===== config.mk =====
export PLATFORM = sky130hd
export DESIGN_NAME = mbd_server
export DESIGN_NICKNAME = d
export VERILOG_FILES = /design/src/hw/mbd_server.v
export VERILOG_INCLUDE_DIRS = /design/src /design/src/hw
export SDC_FILE = /design/constraint.sdc
export NUM_CORES = 2
export LEC_CHECK = 0
export ABC_AREA = 1
export BUFFER_PORTS_ARGS = -buffer_cell sky130_fd_sc_hd__buf_2
export CAP_MARGIN = 15
export CORE_ASPECT_RATIO = 2
export CORE_UTILIZATION = 50
export CTS_CLUSTER_SIZE = 28
export DETAILED_ROUTE_END_ITERATION = 10
export PLACE_DENSITY = 0.65
export SETUP_SLACK_MARGIN = 0.15
export SYNTH_ARGS = -nofsm -noshare
export SYNTH_HDL_FRONTEND = slang
export SYNTH_SLANG_ARGS = --single-unit

===== constraint.sdc =====
create_clock -name clk_sys -period 4 [get_ports clk_sys]
set_input_delay 0.6 -clock clk_sys [delete_from_list [all_inputs] [get_ports clk_sys]]
set_output_delay 0.6 -clock clk_sys [all_outputs]
set_load 0.01 [all_outputs]

===== src/hw/mbd_defs.vh =====
`ifndef MBD_DEFS_VH
`define MBD_DEFS_VH
// function codes and their exception forms
`define MBD_FN_WRMULTI 8'h10
`define MBD_FN_DIAG 8'h08
`define MBD_EXC_FLAG 8'h80
// exception codes
`define MBD_EXC_FUNC 8'h01
`define MBD_EXC_VALUE 8'h03
`define MBD_EXC_BUSY 8'h06
`define MBD_EXC_NAK 8'h07
// broadcast address
`define MBD_ADDR_BCAST 8'h00
// register count limits
`define MBD_CNT_MIN 16'h0001
`define MBD_CNT_MAX 16'h007b
`define MBD_BUF_DEPTH 123
// frame byte positions
`define MBD_POS_ADDR 8'h00
`define MBD_POS_FUNC 8'h01
`define MBD_POS_W1H 8'h02
`define MBD_POS_W1L 8'h03
`define MBD_POS_W2H 8'h04
`define MBD_POS_W2L 8'h05
`define MBD_POS_BCNT 8'h06
`define MBD_POS_DATA 8'h07
`define MBD_POS_MAX 8'hff
// payload length of a diagnostics request without crc
`define MBD_DIAG_LEN 8'h06
// diagnostic sub-functions
`define MBD_SUB_CLEAR 16'h000a
`define MBD_SUB_FIRST 16'h000b
`define MBD_SUB_LAST 16'h0012
// counter indices
`define MBD_C_BUS 0
`define MBD_C_COMM 1
`define MBD_C_EXC 2
`define MBD_C_SRV 3
`define MBD_C_NORSP 4
`define MBD_C_NAK 5
`define MBD_C_BUSY 6
`define MBD_C_OVR 7
`define MBD_NUM_CNT 8
// response lengths in bytes, crc excluded
`define MBD_LEN_EXC 3'd3
`define MBD_LEN_NORM 3'd6
`endif


===== src/hw/mbd_server.v =====
`timescale 1ns/10ps
`default_nettype none
`include "mbd_defs.vh"

module mbd_server (
  input wire clk_sys,
  input wire resetn,
  input wire [7:0] dev_addr,
  input wire server_busy,
  input wire rx_valid,
  input wire [7:0] rx_byte,
  input wire rx_first,
  input wire rx_end,
  input wire rx_bad,
  input wire rx_ovr,
  input wire tx_ready,
  output reg tx_valid,
  output reg [7:0] tx_byte,
  output reg tx_last,
  output reg wr_en,
  output reg [15:0] wr_addr,
  output reg [15:0] wr_data
);

  // ----------------------------------------------------------------
  // state and storage
  // ----------------------------------------------------------------
  localparam [1:0] ST_IDLE = 2'b00;
  localparam [1:0] ST_COMMIT = 2'b01;
  localparam [1:0] ST_SEND = 2'b10;

  reg [1:0] state_reg;
  reg [7:0] idx_reg;
  reg [7:0] addr_reg;
  reg [7:0] func_reg;
  reg [15:0] w1_reg;
  reg [15:0] w2_reg;
  reg [7:0] bcnt_reg;
  reg [7:0] hold_reg;
  reg [15:0] buf_mem [0:`MBD_BUF_DEPTH-1];
  reg [6:0] wi_reg;
  reg [47:0] resp_reg;
  reg [2:0] rlen_reg;
  reg [2:0] rptr_reg;
  reg bcast_reg;
  reg lost_reg;

  wire [7:0] pos;
  wire [7:0] dword;
  wire [127:0] cnt_flat;
  reg [`MBD_NUM_CNT-1:0] ev;
  reg clr;

  // ----------------------------------------------------------------
  // request capture
  // ----------------------------------------------------------------
  assign pos = rx_first ? `MBD_POS_ADDR : idx_reg;
  assign dword = (pos - `MBD_POS_DATA) >> 1;

  always @(posedge clk_sys or negedge resetn) begin
    if (!resetn) begin
      idx_reg <= 8'h00;
      addr_reg <= 8'h00;
      func_reg <= 8'h00;
      w1_reg <= 16'h0000;
      w2_reg <= 16'h0000;
      bcnt_reg <= 8'h00;
      hold_reg <= 8'h00;
    end else if (rx_valid && state_reg == ST_IDLE) begin
      if (pos != `MBD_POS_MAX)
        idx_reg <= pos + 8'h01;
      // stale fields of the last frame must not decode a short one
      if (rx_first) begin
        func_reg <= 8'h00;
        w1_reg <= 16'h0000;
        w2_reg <= 16'h0000;
        bcnt_reg <= 8'h00;
      end
      case (pos)
        `MBD_POS_ADDR: addr_reg <= rx_byte;
        `MBD_POS_FUNC: func_reg <= rx_byte;
        `MBD_POS_W1H: w1_reg[15:8] <= rx_byte;
        `MBD_POS_W1L: w1_reg[7:0] <= rx_byte;
        `MBD_POS_W2H: w2_reg[15:8] <= rx_byte;
        `MBD_POS_W2L: w2_reg[7:0] <= rx_byte;
        `MBD_POS_BCNT: bcnt_reg <= rx_byte;
        default: hold_reg <= rx_byte;
      endcase
    end
  end

  // ----------------------------------------------------------------
  // write data buffer
  // ----------------------------------------------------------------
  // data words buffered in arrival order
  // words past the buffer are dropped; the length check rejects them
  always @(posedge clk_sys) begin
    if (rx_valid && state_reg == ST_IDLE && !rx_first &&
        pos > `MBD_POS_DATA && !pos[0] && dword < `MBD_BUF_DEPTH)
      buf_mem[dword[6:0]] <= {hold_reg, rx_byte};
  end

  // ----------------------------------------------------------------
  // frame loss
  // ----------------------------------------------------------------
  // bytes seen while committing or sending are dropped, so the rest
  // of that frame is never decoded; a first byte in idle clears it
  always @(posedge clk_sys or negedge resetn) begin
    if (!resetn)
      lost_reg <= 1'b0;
    else if (rx_valid && state_reg != ST_IDLE)
      lost_reg <= 1'b1;
    else if (rx_valid && rx_first)
      lost_reg <= 1'b0;
  end

  // ----------------------------------------------------------------
  // request decode
  // ----------------------------------------------------------------
  // broadcast frames are carried out but never answered
  wire for_us = addr_reg == dev_addr || addr_reg == `MBD_ADDR_BCAST;
  wire is_bc = addr_reg == `MBD_ADDR_BCAST;
  wire take = rx_end && state_reg == ST_IDLE && for_us && !lost_reg;
  // count range, byte count twice the count, whole frame seen
  wire wr_cnt_ok = w2_reg >= `MBD_CNT_MIN && w2_reg <= `MBD_CNT_MAX;
  wire wr_bcnt_ok = bcnt_reg == {w2_reg[6:0], 1'b0};
  wire wr_len_ok = idx_reg == `MBD_POS_DATA + bcnt_reg;
  wire wr_ok = wr_cnt_ok && wr_bcnt_ok && wr_len_ok;
  wire sub_ok = w1_reg >= `MBD_SUB_CLEAR && w1_reg <= `MBD_SUB_LAST;
  wire diag_len_ok = idx_reg == `MBD_DIAG_LEN;
  wire diag_data_ok = w2_reg == 16'h0000;
  wire diag_ok = diag_len_ok && diag_data_ok;
  wire [15:0] sub_off = w1_reg - `MBD_SUB_FIRST;
  wire [15:0] sel_cnt = cnt_flat[{sub_off[2:0], 4'h0} +: 16];

  // ----------------------------------------------------------------
  // exception select
  // ----------------------------------------------------------------
  reg [7:0] exc;
  reg go_commit;
  reg [15:0] reply_w2;
  always @* begin
    exc = 8'h00;
    go_commit = 1'b0;
    clr = 1'b0;
    reply_w2 = w2_reg;
    if (func_reg == `MBD_FN_WRMULTI) begin
      if (!wr_ok)
        exc = `MBD_EXC_VALUE;
      else if (server_busy)
        exc = `MBD_EXC_BUSY;
      else
        go_commit = 1'b1;
    end else if (func_reg == `MBD_FN_DIAG) begin
      if (!sub_ok)
        exc = `MBD_EXC_FUNC;
      else if (!diag_ok)
        exc = `MBD_EXC_VALUE;
      else if (w1_reg == `MBD_SUB_CLEAR)
        clr = take;
      else
        reply_w2 = sel_cnt;
    end else begin
      exc = `MBD_EXC_FUNC;
    end
  end

  // ----------------------------------------------------------------
  // diagnostic counters
  // ----------------------------------------------------------------
  always @* begin
    ev = {`MBD_NUM_CNT{1'b0}};
    // every good frame on the bus
    ev[`MBD_C_BUS] = rx_end;
    ev[`MBD_C_COMM] = rx_bad;
    ev[`MBD_C_EXC] = take && !is_bc && exc != 8'h00;
    ev[`MBD_C_SRV] = take;
    ev[`MBD_C_NORSP] = take && is_bc;
    ev[`MBD_C_NAK] = take && !is_bc && exc == `MBD_EXC_NAK;
    ev[`MBD_C_BUSY] = take && !is_bc && exc == `MBD_EXC_BUSY;
    ev[`MBD_C_OVR] = rx_ovr && addr_reg == dev_addr;
  end

  genvar gi;
  generate
    for (gi = 0; gi < `MBD_NUM_CNT; gi = gi + 1) begin : g_cnt
      reg [15:0] cnt_reg;
      always @(posedge clk_sys or negedge resetn) begin
        if (!resetn)
          cnt_reg <= 16'h0000;
        else if (clr)
          cnt_reg <= {15'h0000, ev[gi]};
        else
          cnt_reg <= cnt_reg + {15'h0000, ev[gi]};
      end
      assign cnt_flat[gi*16 +: 16] = cnt_reg;
    end
  endgenerate

  // ----------------------------------------------------------------
  // commit and reply
  // ----------------------------------------------------------------
  always @(posedge clk_sys or negedge resetn) begin
    if (!resetn) begin
      state_reg <= ST_IDLE;
      wi_reg <= 7'h00;
      resp_reg <= 48'h000000000000;
      rlen_reg <= 3'd0;
      rptr_reg <= 3'd0;
      bcast_reg <= 1'b0;
      tx_valid <= 1'b0;
      tx_byte <= 8'h00;
      tx_last <= 1'b0;
      wr_en <= 1'b0;
      wr_addr <= 16'h0000;
      wr_data <= 16'h0000;
    end else begin
      wr_en <= 1'b0;
      case (state_reg)
        ST_IDLE: begin
          if (take) begin
            bcast_reg <= is_bc;
            if (exc != 8'h00) begin
              resp_reg <= {addr_reg, func_reg | `MBD_EXC_FLAG, exc,
                           24'h000000};
              rlen_reg <= `MBD_LEN_EXC;
            end else begin
              // echo start and count, or sub-function and counter value for a diagnostic read; no data
              resp_reg <= {addr_reg, func_reg, w1_reg, reply_w2};
              rlen_reg <= `MBD_LEN_NORM;
            end
            rptr_reg <= 3'd0;
            wi_reg <= 7'h00;
            // a broadcast write commits, then returns to idle unanswered
            if (go_commit)
              state_reg <= ST_COMMIT;
            else if (!is_bc)
              state_reg <= ST_SEND;
          end
        end
        ST_COMMIT: begin
          // a frame that fails its checks never reaches this state
          // one register per word, rising address
          wr_en <= 1'b1;
          wr_addr <= w1_reg + {9'h000, wi_reg};
          wr_data <= buf_mem[wi_reg];
          wi_reg <= wi_reg + 7'h01;
          if ({9'h000, wi_reg} == w2_reg - 16'h0001)
            state_reg <= bcast_reg ? ST_IDLE : ST_SEND;
        end
        ST_SEND: begin
          if (!tx_valid || tx_ready) begin
            if (tx_valid && tx_last) begin
              tx_valid <= 1'b0;
              tx_last <= 1'b0;
              state_reg <= ST_IDLE;
            end else begin
              // six bytes at most; the framer appends the crc
              // high byte of each word first
              tx_valid <= 1'b1;
              tx_byte <= resp_reg[47:40];
              resp_reg <= {resp_reg[39:0], 8'h00};
              tx_last <= rptr_reg == rlen_reg - 3'd1;
              rptr_reg <= rptr_reg + 3'd1;
            end
          end
        end
        default: state_reg <= ST_IDLE;
      endcase
    end
  end

endmodule // mbd_server
`default_nettype wire


; ---- Yosys cells after proc, flatten, opt, wreduce, memory -nomap -nowiden
; Memories as Yosys holds them, arrays and structs flattened. A register that Yosys moved wholly into a read port is not among the register bits.
; Index checks and enable logic that the tools add are counted.
[word_totals]
regBits = 292
latch_bits = 0
ramBits = 1968
rom_bits = 0
input_bits = 25
word_cells = 206
n_memories = 1
[classes]
add_sub_neg = 17
mul = 0
n_div = 0
n_lt_le_gt_ge = 6
eq_ne = 26
shifts = 1
muxes = 63
bitwise_logic = 2
n_reduce_logical = 61
[mem_list]
columns = name, words, width, rd, rd_ports_with_merged_regs, wr, line_no
row1 = buf_mem, 123, 16, 1, 1, 1, mbd_server.v:40  ; reg [15:0] buf_mem [0:`MBD_BUF_DEPTH-1];
[ops]
columns = operator, count
row1 = $mux 16, 14
row2 = $mux 48, 3
row3 = $add 16x1->16, 8
row4 = $shiftx 128x8->16, 1
row5 = $pmux 48 s2, 1
row6 = $mux 8, 10
row7 = $eq 8x3->1 const B, 6
row8 = $mux 40, 1
row9 = $eq 8x8->1, 3
row10 = $reduce_and 2->1, 12
row11 = $logic_and 1x1->1, 22
row12 = $reduce_bool 2->1, 10
row13 = $mux 2, 9
row14 = $mux 3, 6
row15 = $add 16x7->16, 1
row16 = $eq 16x4->1 const B, 1
row17 = $eq 7x16->1, 1
row18 = $eq 8x2->1 const B, 2
row19 = $ge 16x1->1 const B, 1
row20 = $ge 16x4->1 const B, 1
row21 = $le 16x5->1 const B, 1
row22 = $le 16x7->1 const B, 1
row23 = $logic_not 16->1, 1
row24 = $logic_not 8->1, 2
row25 = 33 further kinds, 58

; ---- Longest topological paths before layout
[depth]
depth_word = 10
depth_mapped = 24

; ---- Least setup slack after synthesis
; No wires, ideal clock.
[synth_timing]
path_kind = flip-flop to flip-flop
start = register w1_reg[0]
end = register g_cnt[2].cnt_reg[15]
arrival_ns = 3.376
required_time_ns = 3.879
slack_ns = 0.502
stages_incl_launch_ff = 23
path_buffers = 3
path_cell_list = dfrtp_1 clkbuf_1 clkinv_1 clkbuf_1 ha_1 nand3_1 nand3_1 nand2_1 nor2_1 inv_1 nand2_1 buf_2 nor3_1 ha_1 nand3_1 nor2_1 nand2_1 nor3_1 nand2_1 nor2_1 nand4_1 xor2_1 nor2_1
[synth_between]
elab_chain_cells = 9
[synth_lines]
columns = element, line_no
row1 = start: declaration, mbd_server.v:36  ; reg [15:0] w1_reg;
row2 = start signal: assignment, mbd_server.v:83  ; `MBD_POS_W1L: w1_reg[7:0] <= rx_byte;
row3 = $ge 16x4->1 (no line) / $le 16x5->1 (equally long branches), n/a
row4 = $logic_and 1x1->1 (no line), n/a
row5 = $mux 2, mbd_server.v:155  ; if (!sub_ok)
row6 = $mux 8, mbd_server.v:154  ; end else if (func_reg == `MBD_FN_DIAG) begin
row7 = $mux 8, mbd_server.v:147  ; if (func_reg == `MBD_FN_WRMULTI) begin
row8 = $reduce_bool 8->1, mbd_server.v:176  ; ev[`MBD_C_EXC] = take && !is_bc && exc != 8'h00;
row9 = $logic_and 1x1->1, mbd_server.v:176
row10 = $add 16x1->16, mbd_server.v:194  ; cnt_reg <= cnt_reg + {15'h0000, ev[gi]};
row11 = $mux 16 (*), mbd_server.v:191  ; else if (clr)
row12 = end signal: assignment, mbd_server.v:192  ; cnt_reg <= {15'h0000, ev[gi]};
row13 = end signal: assignment, mbd_server.v:194
row14 = end: declaration, mbd_server.v:187  ; reg [15:0] cnt_reg;
; Every way passes the cells marked *; elsewhere a longest branch is shown, timed or not.
; A chain may end at the register's enable or synchronous reset.

; ---- Worst setup path in the final report
[layout_timing]
start = register w1_reg[1]
end = register resp_reg[1]
[layout_between]
elab_chain_cells = 10
[layout_lines]
columns = element, line_no
row1 = $sub 3x2->3 (no line), n/a
row2 = $shiftx 128x8->16, mbd_server.v:134  ; wire [15:0] sel_cnt = cnt_flat[{sub_off[2:0], 4'h0} +: 16];
row3 = $mux 16, mbd_server.v:159  ; else if (w1_reg == `MBD_SUB_CLEAR)
row4 = $mux 16, mbd_server.v:157  ; else if (!diag_ok)
row5 = $mux 16, mbd_server.v:155
row6 = $mux 16, mbd_server.v:154
row7 = $mux 16, mbd_server.v:147
row8 = $mux 40 (*), mbd_server.v:223  ; if (exc != 8'h00) begin
row9 = $mux 48 (*), mbd_server.v:221  ; if (take) begin
row10 = $pmux 48 s2 (*), mbd_server.v:219  ; case (state_reg)
row11 = end signal: assignment, mbd_server.v:224  ; resp_reg <= {addr_reg, func_reg | `MBD_EXC_FLAG, exc,
row12 = end signal: assignment, mbd_server.v:229  ; resp_reg <= {addr_reg, func_reg, w1_reg, reply_w2};
row13 = end signal: assignment, mbd_server.v:262  ; resp_reg <= {resp_reg[39:0], 8'h00};
row14 = end: declaration, mbd_server.v:42  ; reg [47:0] resp_reg;
; Every way passes the cells marked *; elsewhere a longest branch is shown, timed or not. The select of a mux whose other input is x is not followed.

==> implementation parameters <==
Parameter                              Value

Clocking
  CTS sink cnt ... between 2000 and 2500
  Library cell used as clock root buffer ... sky130_fd_sc_hd__clkbuf_16
  Clock tree from TritonCTS ... done
  Clk pin slew, worst setup/hold paths ... 0.07 ns
  Clock Latency Late Sink ... slightly below 0.9 ns
  Total clock buffers created by CTS ... 199
  Clock H-tree levels ... 4
  Buffer depth of the longest clock path ... 4

Routing
  Post-route DRC ... 0
  Wire length per cell ... ~26 um
  Number of DRC markers after the initial detailed-route iteration ... 7209
  Via-to-Cell Ratio ... between 5 and 6
  Number of detailed-route iterations in the first pass ... 7
  Total wirelength of the detailed-routed design ... between 200000 and 300000 um
  Count of nets left with antenna violations after detail routing ... 0
  DR vias ... around 67000

Power
  Net switching share of the total power ... about a fifth
  Worst-case vdd ir drop ... around 350 uV
  P_sw ... around 9.9 mW
  Leakage power figure ... 40.09 nW
  Gate power share ... about 2.7%
  Register share of total power ... a little under three fifths
  Share of total power in the clock network ... about two fifths
  Pint ... between 30 and 40 mW
  Total power density per cell area ... 439.6 nW/um^2

Final layout
  Flip-flop count of the largest register, all copies and words added ... around 2000
  Number of fill cells in the layout ... between 15000 and 20000
  Ratio of cells with drive above 1 in the final layout ... about 9.8%
  Count of nets after finishing ... around 8600
  Final Instance Area ... between 100000 and 150000 um^2
  Layout area overhead ... 12.92%

Floorplan
  Die Footprint ... roughly 190000 um^2
  Row Count ... around 230
  Initial Util ... approximately half
  Core area ... between 150000 and 200000 um^2
  Die width ... just over 300 um
  Num ports ... between 60 and 70
  Die Height ... between 600 and 700 um

Timing
  Number of max-slew violations in the final report ... 0
  Setup repair after global routing missed its margin ... yes
  Period utilisation layout ... between 90% and 100%
  Final setup fails ... 0
  Clock skew ... approximately 0.042 ns
  Final period demand of the worst path ... around 3.7 ns
  Highest achievable clock rate ... around 0.27 GHz
  Post-Route Setup TNS ... 0 ns
  Final hold vios ... 0
  Worst Tran Pin Value ... 1.237 ns
  Relative slew margins ... between 10% and 20%

Place
  Standard cell area after detailed placement ... around 100000 um^2
  Count of input and output buffers ... 67
  Total half-perimeter wirelength after legalization and detailed placement ... roughly 190000 um
  Last weighted congestion value of the routability-driven placer ... about 1

Worst setup path
  Element type at the critical path end ... flip-flop
  Worst EP required ... 4.75 ns
  Critical path startpoint category ... flip-flop
  Setup CP Type ... reg -> reg
  Data arrival time of the critical path ... between 4 and 5 ns
  Crit-path max FO ... 19

Yosys
  Post-synth EDFFs ... 1968
  Post-synthesis cell count ... about 8300
  Top_reg_cell synth ... sky130_fd_sc_hd__edfxtp_1
  Seq/Total Area, Yosys ... between 70% and 80%
  Summed instance area of the synthesized netlist ... ~95000 um^2
  Number of unique standard cell types used by synthesis ... 60
  Fraction of registers with async set/reset ... between 10% and 20%
  Avg Inst Size Synth ... about 11 um^2
  Synthesis warning total ... 0
  Post-synthesis register bit count ... about 2300

Min path
  Class of the tightest hold or removal check ... in -> reg

GRT
  Via count of the first global-routing pass ... ~66000
  Number of antenna violations at the first check in global routing ... 9
  Global-route wire length before repair ... around 430000 um
  Grt ovf ... 0
  Overall fraction of global-route tracks in use ... between 30 and 40%
  Maximum number of pins on one net before global-route repair ... 143

Job
  Max-Cap Viols ... 0

Outcome
  Result of the run ... finished, final reports clean
[power groups by stage]
stage	logic [mW]	registers [mW]	clock network, mW
after floorplan	0.469	26.7	0
after global placement	1.21	26.7	0
after detailed placement	1.24	26.7	0
after CTS	1.24	26.2	19.8
after global routing	1.36	26.2	20.6
final	1.26	26.2	19.7
[final timing paths]
| path | start | end | slack, ns | depth (start not counted) |
|---|---|---|---|---|
| min | rx_valid | lost_reg | 0.04 | 3 |
| max in group asynchronous | resetn | func_reg[6] | 2.78 | 3 |
| min in group asynchronous | resetn | g_cnt[6].cnt_reg[14] | 0.32 | 2 |
| min reg2reg | rlen_reg[1] | rlen_reg[1] | 0.48 | 2 |
| max reg2reg | w1_reg[1] | resp_reg[1] | 0.27 | 9 |
| max | w1_reg[1] | resp_reg[1] | 0.27 | 9 |
[synthesized netlist by cell type (2+ instances only)]
library cell	count	area, um^2
sky130_fd_sc_hd__a211oi_1	3	22.52
sky130_fd_sc_hd__a21oi_1	164	820.8
sky130_fd_sc_hd__a21oi_2	2	17.52
sky130_fd_sc_hd__a22oi_1	12	90.09
sky130_fd_sc_hd__a31oi_1	12	75.07
sky130_fd_sc_hd__a32oi_1	2	17.52
sky130_fd_sc_hd__and3_1	3	18.77
sky130_fd_sc_hd__buf_1	48	180.2
sky130_fd_sc_hd__buf_2	116	580.6
sky130_fd_sc_hd__buf_4	7	52.55
sky130_fd_sc_hd__buf_6	4	45.04
sky130_fd_sc_hd__clkbuf_1	320	1201
sky130_fd_sc_hd__clkinv_1	5	18.77
sky130_fd_sc_hd__dfrtp_1	308	7707
sky130_fd_sc_hd__edfxtp_1	1968	59100
sky130_fd_sc_hd__ha_1	36	450.4
sky130_fd_sc_hd__inv_1	348	1306
sky130_fd_sc_hd__inv_2	17	63.81
sky130_fd_sc_hd__nand2_1	972	3649
sky130_fd_sc_hd__nand2_2	7	43.79
sky130_fd_sc_hd__nand2_4	5	56.30
sky130_fd_sc_hd__nand3_1	460	2302
sky130_fd_sc_hd__nand3b_1	41	307.8
sky130_fd_sc_hd__nand4_1	46	287.8
sky130_fd_sc_hd__nand4_2	2	25.02
sky130_fd_sc_hd__nor2_1	1604	6021
sky130_fd_sc_hd__nor2_2	8	50.05
sky130_fd_sc_hd__nor3_1	57	285.3
sky130_fd_sc_hd__nor3b_1	4	30.03
sky130_fd_sc_hd__nor4_1	3	18.77
sky130_fd_sc_hd__o2111ai_1	2	17.52
sky130_fd_sc_hd__o211ai_1	276	2072
sky130_fd_sc_hd__o21a_1	2	15.01
sky130_fd_sc_hd__o21ai_0	1143	5720
sky130_fd_sc_hd__o21ai_1	7	35.03
sky130_fd_sc_hd__o221ai_1	8	70.07
sky130_fd_sc_hd__o22ai_1	185	1157
sky130_fd_sc_hd__o31ai_1	8	60.06
sky130_fd_sc_hd__o32ai_1	3	26.28
sky130_fd_sc_hd__or2_2	9	56.30
sky130_fd_sc_hd__xnor2_1	23	201.4
sky130_fd_sc_hd__xor2_1	55	481.7
[per-stage QoR]
stage	total power [mW]	utilization, %	worst slack, ns	hold slack (ns)	std cells
2_1_floorplan	27.15	-	0.5022	0.3044	8324
3_3_place_gp	27.92	53.50	0.1594	0.4406	10800
3_5_place_dp	27.95	53.50	0.1968	0.4649	10800
4_1_cts	47.28	56.96	0.1505	0.01646	11160
5_1_grt	48.19	57.00	0.1292	0.04973	11170
6_report	47.13	57.00	0.2703	0.04066	11170
[routing by layer]
layer / vias up / wire length (um) / global-route usage, %
li1: 29860 / - / -
met1: 32950 / 98230 / 33.47
met2: 3021 / 149300 / 52.75
met3: 888 / 19860 / 4.166
met4: 8 / 27620 / 25.19
met5: - / 54 / 0
[final cells by class]
cell class | instances | area (um^2) | area share (%)
repair buffers | 482 | 4553 | 4.247
well taps | 2497 | 3124 | 2.914
clock buffers | 242 | 5270 | 4.916
multi-input cells | 5182 | 24770 | 23.11
inverters | 370 | 1413 | 1.318
flip-flops and latches | 2276 | 66850 | 62.36
clock inverters | 115 | 1204 | 1.123
diodes | 5 | 12.51 | 0.01167
[cells by family after synthesis]
logic type,count (synthesis),synth area share (%)
AO/OA/AOI/OAI,1837,10.84
XOR/XNOR,79,0.7368
adder cells (fa/ha/maj),37,0.4956
buffers and inverters,866,3.638
flip-flops,2276,70.37
other,1,0.003950
AND/OR/NAND/NOR,3227,13.91
[layout by cell type, fill, tap and decap left out, types with 28 or more instances in the layout]
| cell type | synthesis | layout |
|---|---|---|
| sky130_fd_sc_hd__a21oi_1 | 164 | 164 |
| sky130_fd_sc_hd__buf_12 | 0 | 85 |
| sky130_fd_sc_hd__buf_2 | 116 | 58 |
| sky130_fd_sc_hd__buf_4 | 7 | 335 |
| sky130_fd_sc_hd__clkbuf_1 | 320 | 34 |
| sky130_fd_sc_hd__clkbuf_16 | 0 | 203 |
| sky130_fd_sc_hd__clkinv_1 | 5 | 47 |
| sky130_fd_sc_hd__clkinv_2 | 0 | 28 |
| sky130_fd_sc_hd__dfrtp_1 | 308 | 294 |
| sky130_fd_sc_hd__edfxtp_1 | 1968 | 1968 |
| sky130_fd_sc_hd__ha_1 | 36 | 35 |
| sky130_fd_sc_hd__inv_1 | 348 | 347 |
| sky130_fd_sc_hd__nand2_1 | 972 | 972 |
| sky130_fd_sc_hd__nand3_1 | 460 | 457 |
| sky130_fd_sc_hd__nand3b_1 | 41 | 41 |
| sky130_fd_sc_hd__nand4_1 | 46 | 46 |
| sky130_fd_sc_hd__nor2_1 | 1604 | 1594 |
| sky130_fd_sc_hd__nor3_1 | 57 | 54 |
| sky130_fd_sc_hd__o211ai_1 | 276 | 276 |
| sky130_fd_sc_hd__o21ai_0 | 1143 | 1142 |
| sky130_fd_sc_hd__o22ai_1 | 185 | 185 |
| sky130_fd_sc_hd__xor2_1 | 55 | 55 |
[critical path: stages (launching register included)]
cell                        delay [ns]
sky130_fd_sc_hd__dfrtp_1          0.47
sky130_fd_sc_hd__ha_1             0.39
sky130_fd_sc_hd__clkinv_1         0.56
sky130_fd_sc_hd__buf_4            0.39
sky130_fd_sc_hd__a21oi_1          0.11
sky130_fd_sc_hd__a32oi_1          0.08
sky130_fd_sc_hd__o2111ai_1        0.90
sky130_fd_sc_hd__o21ai_0          0.42
sky130_fd_sc_hd__nand2_1          0.22
sky130_fd_sc_hd__nand2_1          0.07
[repair_timing]
item	in CTS	in global routing
endpoints found under the hold margin	75	0
endpoints found under the setup margin	0	10
buffers inserted	0	1
hold buffers	2	0
resized for setup	0	15
Note: power is estimated with default switching activity, not from simulation.
